==> src/design/shs_pkg.sv <==
// Purpose: shared types and constants of the switch based homing sequencer
// Assumes: one system clock, switch levels high when the switch is active
// Notes:   methods 17 to 25 only; no index pulse anywhere
package shs_pkg;

	localparam int unsigned SPD_W  = 16;
	localparam int unsigned POS_W  = 32;
	localparam int unsigned METH_W = 6;

	localparam logic [METH_W-1:0] METH_NEG_LIM  = 6'h11;
	localparam logic [METH_W-1:0] METH_POS_LIM  = 6'h12;
	localparam logic [METH_W-1:0] METH_HOME_A   = 6'h13;
	localparam logic [METH_W-1:0] METH_HOME_B   = 6'h14;
	localparam logic [METH_W-1:0] METH_HOME_C   = 6'h15;
	localparam logic [METH_W-1:0] METH_HOME_D   = 6'h16;
	localparam logic [METH_W-1:0] METH_PLIM_A   = 6'h17;
	localparam logic [METH_W-1:0] METH_PLIM_B   = 6'h18;
	localparam logic [METH_W-1:0] METH_PLIM_C   = 6'h19;

	localparam logic [1:0] STEP_0 = 2'h0;
	localparam logic [1:0] STEP_1 = 2'h1;
	localparam logic [1:0] STEP_2 = 2'h2;

	// Switch levels, at the pins and after synchronising
	typedef struct packed {
		logic neg;
		logic pos;
		logic home;
	} shs_sw_t;

	// Which switch a segment watches
	typedef enum logic [1:0] {
		WATCH_NEG  = 2'h0,
		WATCH_POS  = 2'h1,
		WATCH_HOME = 2'h2
	} shs_watch_t;

	// One motion segment and the level that ends it
	typedef struct packed {
		logic       fwd;
		logic       spd2;
		shs_watch_t watch;
		logic       lvl;
		logic       last;
	} shs_seg_t;

	// Command to the axis
	typedef struct packed {
		logic             run;
		logic             fwd;
		logic [SPD_W-1:0] speed;
	} shs_cmd_t;

	typedef enum logic [2:0] {
		ST_IDLE = 3'h0,
		ST_SEG0 = 3'h1,
		ST_SEG1 = 3'h3,
		ST_SEG2 = 3'h2,
		ST_DONE = 3'h6
	} shs_state_t;

endpackage

==> src/design/shs_homing.sv <==
// Purpose: homing sequencer for one axis, methods 17 to 25, switch edges only
// Assumes: trig_i, method_i, speeds and pos_i come from logic on clk_i
// Notes:   switch pins pass a three stage synchroniser before use
// How it works
// - Method 17, neg low: reverse, then forward
// - Method 17, neg high: forward slow, latch
// - Method 18, pos low: forward, then reverse
// - Method 18, pos high: reverse slow, latch
// - Method 19, home low: forward, reverse, latch
// - Method 19, home high: reverse, latch low
// - Method 20: latch on home rising
// - Method 21: reverse search when home low, forward slow when high, latch home falling
// - Method 22: latch on home rising
// - Method 23, home low: forward, reverse, latch
// - Method 23, home high: reverse, latch low
// - Methods 23-25: positive limit reverses search
// - Method 24, home low: latch home rising
// - Method 24, home high: reverse, forward, latch
// - Method 24 after limit: out at first speed, back slow, latch
// - Method 25, home low: three segments, latch
// - Method 25, home high: forward, reverse, latch
// - Method 25 after limit: latch home rising
// - Home from switches only, no index
`timescale 1ns/10ps

module shs_homing (
	input  wire logic                          clk_i,
	input  wire logic                          nrst_i,
	input  wire logic                          trig_i,
	input  wire logic [shs_pkg::METH_W-1:0]    method_i,
	input  wire logic [shs_pkg::SPD_W-1:0]     speed1_i,
	input  wire logic [shs_pkg::SPD_W-1:0]     speed2_i,
	input  wire logic [shs_pkg::POS_W-1:0]     pos_i,
	input  wire shs_pkg::shs_sw_t              sw_pin_i,
	output shs_pkg::shs_cmd_t                  cmd_o,
	output logic      [shs_pkg::POS_W-1:0]     home_pos_o,
	output logic                               done_o,
	output logic                               busy_o,
	output logic                               err_o
);

	function automatic shs_pkg::shs_seg_t mk(input logic fwd, input logic spd2,
		input shs_pkg::shs_watch_t watch, input logic lvl, input logic last);
		shs_pkg::shs_seg_t s;
		s.fwd   = fwd;
		s.spd2  = spd2;
		s.watch = watch;
		s.lvl   = lvl;
		s.last  = last;
		return s;
	endfunction

	// Segment table: method, level at trigger, limit path, step
	function automatic shs_pkg::shs_seg_t seg_of(input logic [shs_pkg::METH_W-1:0] m,
		input logic hi, input logic lim, input logic [1:0] st);
		shs_pkg::shs_seg_t s;
		s = mk(1'b0, 1'b0, shs_pkg::WATCH_HOME, 1'b0, 1'b1);
		unique case (m)
			shs_pkg::METH_NEG_LIM: begin
				if (hi || st == shs_pkg::STEP_1)
					s = mk(1'b1, 1'b1, shs_pkg::WATCH_NEG, 1'b0, 1'b1);
				else
					s = mk(1'b0, 1'b0, shs_pkg::WATCH_NEG, 1'b1, 1'b0);
			end
			shs_pkg::METH_POS_LIM: begin
				if (hi || st == shs_pkg::STEP_1)
					s = mk(1'b0, 1'b1, shs_pkg::WATCH_POS, 1'b0, 1'b1);
				else
					s = mk(1'b1, 1'b0, shs_pkg::WATCH_POS, 1'b1, 1'b0);
			end
			shs_pkg::METH_HOME_A, shs_pkg::METH_PLIM_A: begin
				if (hi || st == shs_pkg::STEP_1)
					s = mk(1'b0, 1'b1, shs_pkg::WATCH_HOME, 1'b0, 1'b1);
				else if (lim)
					s = mk(1'b0, 1'b0, shs_pkg::WATCH_HOME, 1'b1, 1'b0);
				else
					s = mk(1'b1, 1'b0, shs_pkg::WATCH_HOME, 1'b1, 1'b0);
			end
			shs_pkg::METH_HOME_B: begin
				if (hi && st == shs_pkg::STEP_0)
					s = mk(1'b0, 1'b1, shs_pkg::WATCH_HOME, 1'b0, 1'b0);
				else
					s = mk(1'b1, 1'b0, shs_pkg::WATCH_HOME, 1'b1, 1'b1);
			end
			shs_pkg::METH_HOME_C: begin
				if (hi || st == shs_pkg::STEP_1)
					s = mk(1'b1, 1'b1, shs_pkg::WATCH_HOME, 1'b0, 1'b1);
				else
					s = mk(1'b0, 1'b0, shs_pkg::WATCH_HOME, 1'b1, 1'b0);
			end
			shs_pkg::METH_HOME_D: begin
				if (hi && st == shs_pkg::STEP_0)
					s = mk(1'b1, 1'b1, shs_pkg::WATCH_HOME, 1'b0, 1'b0);
				else
					s = mk(1'b0, 1'b0, shs_pkg::WATCH_HOME, 1'b1, 1'b1);
			end
			shs_pkg::METH_PLIM_B: begin
				// out of the switch at first speed after limit, back in slow
				if (lim) begin
					if (st == shs_pkg::STEP_0)
						s = mk(1'b0, 1'b0, shs_pkg::WATCH_HOME, 1'b1, 1'b0);
					else if (st == shs_pkg::STEP_1)
						s = mk(1'b0, 1'b0, shs_pkg::WATCH_HOME, 1'b0, 1'b0);
					else
						s = mk(1'b1, 1'b1, shs_pkg::WATCH_HOME, 1'b1, 1'b1);
				end else if (hi) begin
					if (st == shs_pkg::STEP_0)
						s = mk(1'b0, 1'b1, shs_pkg::WATCH_HOME, 1'b0, 1'b0);
					else
						s = mk(1'b1, 1'b1, shs_pkg::WATCH_HOME, 1'b1, 1'b1);
				end else begin
					s = mk(1'b1, 1'b0, shs_pkg::WATCH_HOME, 1'b1, 1'b1);
				end
			end
			shs_pkg::METH_PLIM_C: begin
				// limit path latches on rising home
				if (lim)
					s = mk(1'b0, 1'b0, shs_pkg::WATCH_HOME, 1'b1, 1'b1);
				else if (!hi && st == shs_pkg::STEP_0)
					s = mk(1'b1, 1'b0, shs_pkg::WATCH_HOME, 1'b1, 1'b0);
				else if ((hi && st == shs_pkg::STEP_0) || (!hi && st == shs_pkg::STEP_1))
					s = mk(1'b1, 1'b1, shs_pkg::WATCH_HOME, 1'b0, 1'b0);
				else
					s = mk(1'b0, 1'b1, shs_pkg::WATCH_HOME, 1'b1, 1'b1);
			end
			default: s = mk(1'b0, 1'b0, shs_pkg::WATCH_HOME, 1'b0, 1'b1);
		endcase
		return s;
	endfunction

	function automatic logic [1:0] step_of(input shs_pkg::shs_state_t st);
		unique case (st)
			shs_pkg::ST_SEG1: return shs_pkg::STEP_1;
			shs_pkg::ST_SEG2: return shs_pkg::STEP_2;
			default:          return shs_pkg::STEP_0;
		endcase
	endfunction

	function automatic logic sw_sel(input shs_pkg::shs_sw_t sw, input shs_pkg::shs_watch_t w);
		unique case (w)
			shs_pkg::WATCH_NEG: return sw.neg;
			shs_pkg::WATCH_POS: return sw.pos;
			default:            return sw.home;
		endcase
	endfunction

	function automatic logic meth_ok(input logic [shs_pkg::METH_W-1:0] m);
		return (m >= shs_pkg::METH_NEG_LIM) && (m <= shs_pkg::METH_PLIM_C);
	endfunction

	// three stage synchroniser, level taken once stages two and three agree
	shs_pkg::shs_sw_t sync1_q, sync2_q, sync3_q, sw_q, sw_d;

	always_comb begin
		sw_d = sw_q;
		if (sync2_q == sync3_q)
			sw_d = sync3_q;
	end

	always_ff @(posedge clk_i or negedge nrst_i) begin
		if (!nrst_i) begin
			sync1_q <= '0;
			sync2_q <= '0;
			sync3_q <= '0;
			sw_q    <= '0;
		end else begin
			sync1_q <= sw_pin_i;
			sync2_q <= sync1_q;
			sync3_q <= sync2_q;
			sw_q    <= sw_d;
		end
	end

	shs_pkg::shs_state_t          state_q, state_d;
	logic [shs_pkg::METH_W-1:0]   meth_q, meth_d;
	logic                         hi_q, hi_d;
	logic                         lim_q, lim_d;
	shs_pkg::shs_cmd_t            cmd_q, cmd_d;
	logic [shs_pkg::POS_W-1:0]    home_q, home_d;
	logic                         done_q, done_d;
	logic                         err_q, err_d;
	logic                         accept;
	logic                         moving;
	shs_pkg::shs_seg_t            cur, nxt;

	assign accept = trig_i && (state_q == shs_pkg::ST_IDLE || state_q == shs_pkg::ST_DONE);
	assign moving = (state_q == shs_pkg::ST_SEG0) || (state_q == shs_pkg::ST_SEG1)
		|| (state_q == shs_pkg::ST_SEG2);
	assign cur    = seg_of(meth_q, hi_q, lim_q, step_of(state_q));

	always_comb begin
		state_d = state_q;
		meth_d  = meth_q;
		hi_d    = hi_q;
		lim_d   = lim_q;
		home_d  = home_q;
		done_d  = done_q;
		err_d   = err_q;
		unique case (state_q)
			shs_pkg::ST_IDLE, shs_pkg::ST_DONE: begin
				// Trigger while moving is ignored so a run cannot be cut short
				if (accept) begin
					done_d = 1'b0;
					lim_d  = 1'b0;
					meth_d = method_i;
					err_d  = !meth_ok(method_i);
					if (meth_ok(method_i)) begin
						state_d = shs_pkg::ST_SEG0;
						if (method_i == shs_pkg::METH_NEG_LIM)
							hi_d = sw_q.neg;
						else if (method_i == shs_pkg::METH_POS_LIM)
							hi_d = sw_q.pos;
						else
							hi_d = sw_q.home;
					end else begin
						state_d = shs_pkg::ST_IDLE;
					end
				end
			end
			shs_pkg::ST_SEG0, shs_pkg::ST_SEG1, shs_pkg::ST_SEG2: begin
				// limit hit during the first forward search
				if (meth_q >= shs_pkg::METH_PLIM_A && !lim_q && !hi_q
					&& state_q == shs_pkg::ST_SEG0 && sw_q.pos && !sw_q.home) begin
					lim_d = 1'b1;
				// only switch levels end a segment
				end else if (sw_sel(sw_q, cur.watch) == cur.lvl) begin
					if (cur.last) begin
						state_d = shs_pkg::ST_DONE;
						home_d  = pos_i;
						done_d  = 1'b1;
					end else if (state_q == shs_pkg::ST_SEG0) begin
						state_d = shs_pkg::ST_SEG1;
					end else begin
						state_d = shs_pkg::ST_SEG2;
					end
				end
			end
			default: state_d = shs_pkg::ST_IDLE;
		endcase
	end

	// speed taken from the configured value of the segment
	always_comb begin
		nxt         = seg_of(meth_d, hi_d, lim_d, step_of(state_d));
		cmd_d.run   = (state_d == shs_pkg::ST_SEG0) || (state_d == shs_pkg::ST_SEG1)
			|| (state_d == shs_pkg::ST_SEG2);
		cmd_d.fwd   = cmd_d.run && nxt.fwd;
		cmd_d.speed = '0;
		if (cmd_d.run)
			cmd_d.speed = nxt.spd2 ? speed2_i : speed1_i;
	end

	always_ff @(posedge clk_i or negedge nrst_i) begin
		if (!nrst_i) begin
			state_q <= shs_pkg::ST_IDLE;
			meth_q  <= '0;
			hi_q    <= 1'b0;
			lim_q   <= 1'b0;
			cmd_q   <= '0;
			home_q  <= '0;
			done_q  <= 1'b0;
			err_q   <= 1'b0;
		end else begin
			state_q <= state_d;
			meth_q  <= meth_d;
			hi_q    <= hi_d;
			lim_q   <= lim_d;
			cmd_q   <= cmd_d;
			home_q  <= home_d;
			done_q  <= done_d;
			err_q   <= err_d;
		end
	end

	assign cmd_o      = cmd_q;
	assign home_pos_o = home_q;
	assign done_o     = done_q;
	assign busy_o     = cmd_q.run;
	assign err_o      = err_q;
endmodule // shs_homing

==> config.mk <==
export PLATFORM = sky130hd
export DESIGN_NAME = shs_homing
export DESIGN_NICKNAME = d
export VERILOG_FILES = /design/src/design/shs_pkg.sv /design/src/design/shs_homing.sv
export SDC_FILE = /design/constraint.sdc
export NUM_CORES = 1
export LEC_CHECK = 0
export BUFFER_PORTS_ARGS = -buffer_cell sky130_fd_sc_hd__buf_2
export CAP_MARGIN = 25
export CORE_MARGIN = 8
export CORE_UTILIZATION = 51
export DETAILED_ROUTE_END_ITERATION = 8
export PLACE_DENSITY = 0.92
export SLEW_MARGIN = 40
export SYNTH_ARGS = -nofsm -noshare
export SYNTH_HDL_FRONTEND = slang
export SYNTH_SLANG_ARGS = --single-unit
==> constraint.sdc <==
create_clock -name clk_i -period 4 [get_ports clk_i]
set_clock_uncertainty 0.1 [all_clocks]
set_input_delay 1.2 -clock clk_i [delete_from_list [all_inputs] [get_ports clk_i]]
set_output_delay 1.2 -clock clk_i [all_outputs]
set_load 0.02 [all_outputs]
==> impl_metrics.yaml <==
grt:
  antenna_found_initial: 0
  grt_overflow: 0
  grt_pass1_wl_mm: 17.6
  use_met3: 0.0458
  grt_pass1_vias: 3593
  grt_usage: 0.196
  grt_start_max_net_pins: 76
  use_met2: 0.341
  use_met1: 0.222
  top_usage_layer: "met2"
floorplanning:
  chipWidth_um: 104
  rows: 32
  io_pins: 129
  die_y_um: 104
  core_area_um2: 7610
  start_util: 0.517
  die-area_um2: 10800
placed_design:
  placement.io_buffers: 128
  placed_cells: 557
  place_hpwl_mm: 7.79
  place_congestion: 0.952
  postPlaceCellArea_um2: 4590
power_and_ir_drop:
  pwr-share-clk: 0.169
  p_leak_nw: 2.23
  p_sw_mw: 1.71
  vdd_drop_max_mv: 0.504
  swShare: 0.423
  design_power_total_mw: 4.05
  power_density_nw_per_um2: 839
  seqPwrFrac: 0.329
  power_frac_comb: 0.502
  internal_power_mw: 2.34
timing:
  slew-limit-headroom: 0.552
  setup_viol: 0
  worst_pin_slew_ns: 0.672
  rsz0062_at_grt: "false"
  finalCriticalPeriod_ns: 3.59
  fin_crit_sh: 0.898
  hold_viol: 0
  finalMaxSlewViolations: 0
  max_freq_mhz: 279
  setup_tns_ns: 0
critical_path:
  path_cells: "nor4bb_4, o211ai_2, a221oi_2, o21ai_1, a211oi_4, buf_4, or3_1, a21oi_1, nor4_1, a31oi_1"
  cp_num_buf_inv: 1
  required_ns: 4.11
  cp.arrival_ns: 3.70
  cp-start-kind: "register"
  critical_path_depth: 10
  critPathSlowestCell: "nor4bb_4"
  critPathMaxFanout: 35
  cpPeakStageDelay_ns: 0.59
  cpLargestDelayFamily: "compound AO/OA/AOI/OAI gates"
  reg2reg_depth: 10
  reg2reg_slack_ns: 0.41
  path_class: "reg -> reg"
  worstSetupEndpointType: "register"
hold_path:
  holdPathStages: 0
  min_path_type: "reg -> reg"
clock_network:
  cts_num_sinks: 75
  clockBufferDepth: 2
  htreeDepth: 3
  cts_hold_buf: 0
  cts_tree: "yes"
  numCtsBuffers: 9
  post_cts_buffers: 0
  clkLatencyLatePin_ns: 0.34
  clkTransAtPathRegs_ns: 0.08
  clockRootBuffer: "clkbuf_8"
  ctsResizeCount: 0
layout:
  drive_gt1_frac: 0.456
  final_cells: 571
  final_common_cell: "buf_2"
  diodes: 0
  fin_nets: 542
  nFillCells: 578
  final_cell_mix: "buf_2 (127), dfrtp_1 (75), mux2_2 (39)"
  syn_to_final_growth_pct: 22.6
  final_util: 0.634
  stdcell_area_um2: 4820
routing:
  antenna_left: 0
  via_count: 3365
  drtIter0Drc: 293
  drt_wl_total_mm: 10.7
  drc: 0
  dr.pass1.iters: 5
  via_per_inst: 5.89
  wl_per_cell_um: 18.8
synthesis:
  synth-edff-count: 0
  synth.avg_cell_area_um2: 11.4
  ys.flop_type: "dfrtp_1"
  ys_seq_elements: 75
  syn_area_um2: 3930
  yosysUniqueCellTypes: 62
  async_reset_ff_frac: 1.00
  synth_seq_area_share: 0.477
  yosysWarnings: 0
  synthesis.nets: 421
  syn_inst: 345
run:
  cap_violations: 0
outcome:
  status: "finished, final reports clean"
[flip-flops by register name, indices dropped and copies added (netlist names)]
register and flops:
cmd_o 17, sw_q 3, lim_q 1, sync2_q 3, sync1_q 3, hi_q 1
sync3_q 3, state_q 3, busy_o 1, home_pos_o 32, err_o 1, meth_q 6
done_o 1
[metal layers]
layer | routed length (µm) | vias to the layer above | share of wire
met2 | 5410 | 159 | 0.51
met1 | 4280 | 1635 | 0.40
met4 | 328 | 0 | 0.031
met5 | 0 | - | 0
met3 | 689 | 37 | 0.064
li1 | - | 1534 | -
[logic make-up after synthesis]
logic type / share of synthesized area
simple gates: 0.157
compound gates: 0.170
flops: 0.477
mux: 0.136
buf+inv: 0.0461
xor+xnor: 0.0134
[through the flow]
step | setup slack (ns) | hold slack [ns]
detailed placement | 0.377 | 0.241
global placement | 0.432 | 0.233
global route | 0.0594 | 0.280
floorplan | 0.668 | 0.231
CTS | 0.424 | 0.272
finish | 0.409 | 0.262
[final cells by class]
cell class	count	area (µm²)	area share
multi-input combinational	240	1880	0.390
sequential	75	1880	0.389
timing repair buffer	132	677	0.140
tap	102	128	0.0265
clock buffer	9	124	0.0257
clock inverter	5	104	0.0215
inverter	8	30.0	0.00623
[worst paths after layout]
| check | start | end |
|---|---|---|
| max in group asynchronous | nrst_i | state_q[0] |
| worst min-delay path | sync1_q[1] | sync2_q[1] |
| worst max-delay path | meth_q[2] | cmd_o[16] |
| worst max register to register | meth_q[2] | cmd_o[16] |
| min in group asynchronous | nrst_i | home_pos_o[1] |
| worst min register to register | sync1_q[1] | sync2_q[1] |
[Yosys cell counts (7+ instances only)]
library cell	n	area share
a21boi_1	17	0.032
buf_2	13	0.017
dfrtp_1	75	0.48
inv_1	7	0.0067
mux2_2	39	0.11
nand2_1	14	0.013
nand3_1	7	0.0089
nand4_1	19	0.030
nor2_1	19	0.018
o21ai_0	11	0.014
o31ai_1	17	0.032
[power groups by stage]
stage / combinational [mW] / sequential (mW) / clock, mW
3_3_place_gp: 1.96 / 1.31 / 0
2_1_floorplan: 1.21 / 1.58 / 0
5_1_grt: 2.18 / 1.37 / 0.725
6_report: 2.03 / 1.33 / 0.684
3_5_place_dp: 2.02 / 1.33 / 0
4_1_cts: 2.03 / 1.33 / 0.695
No activity file was read; power rests on OpenSTA's default activity.
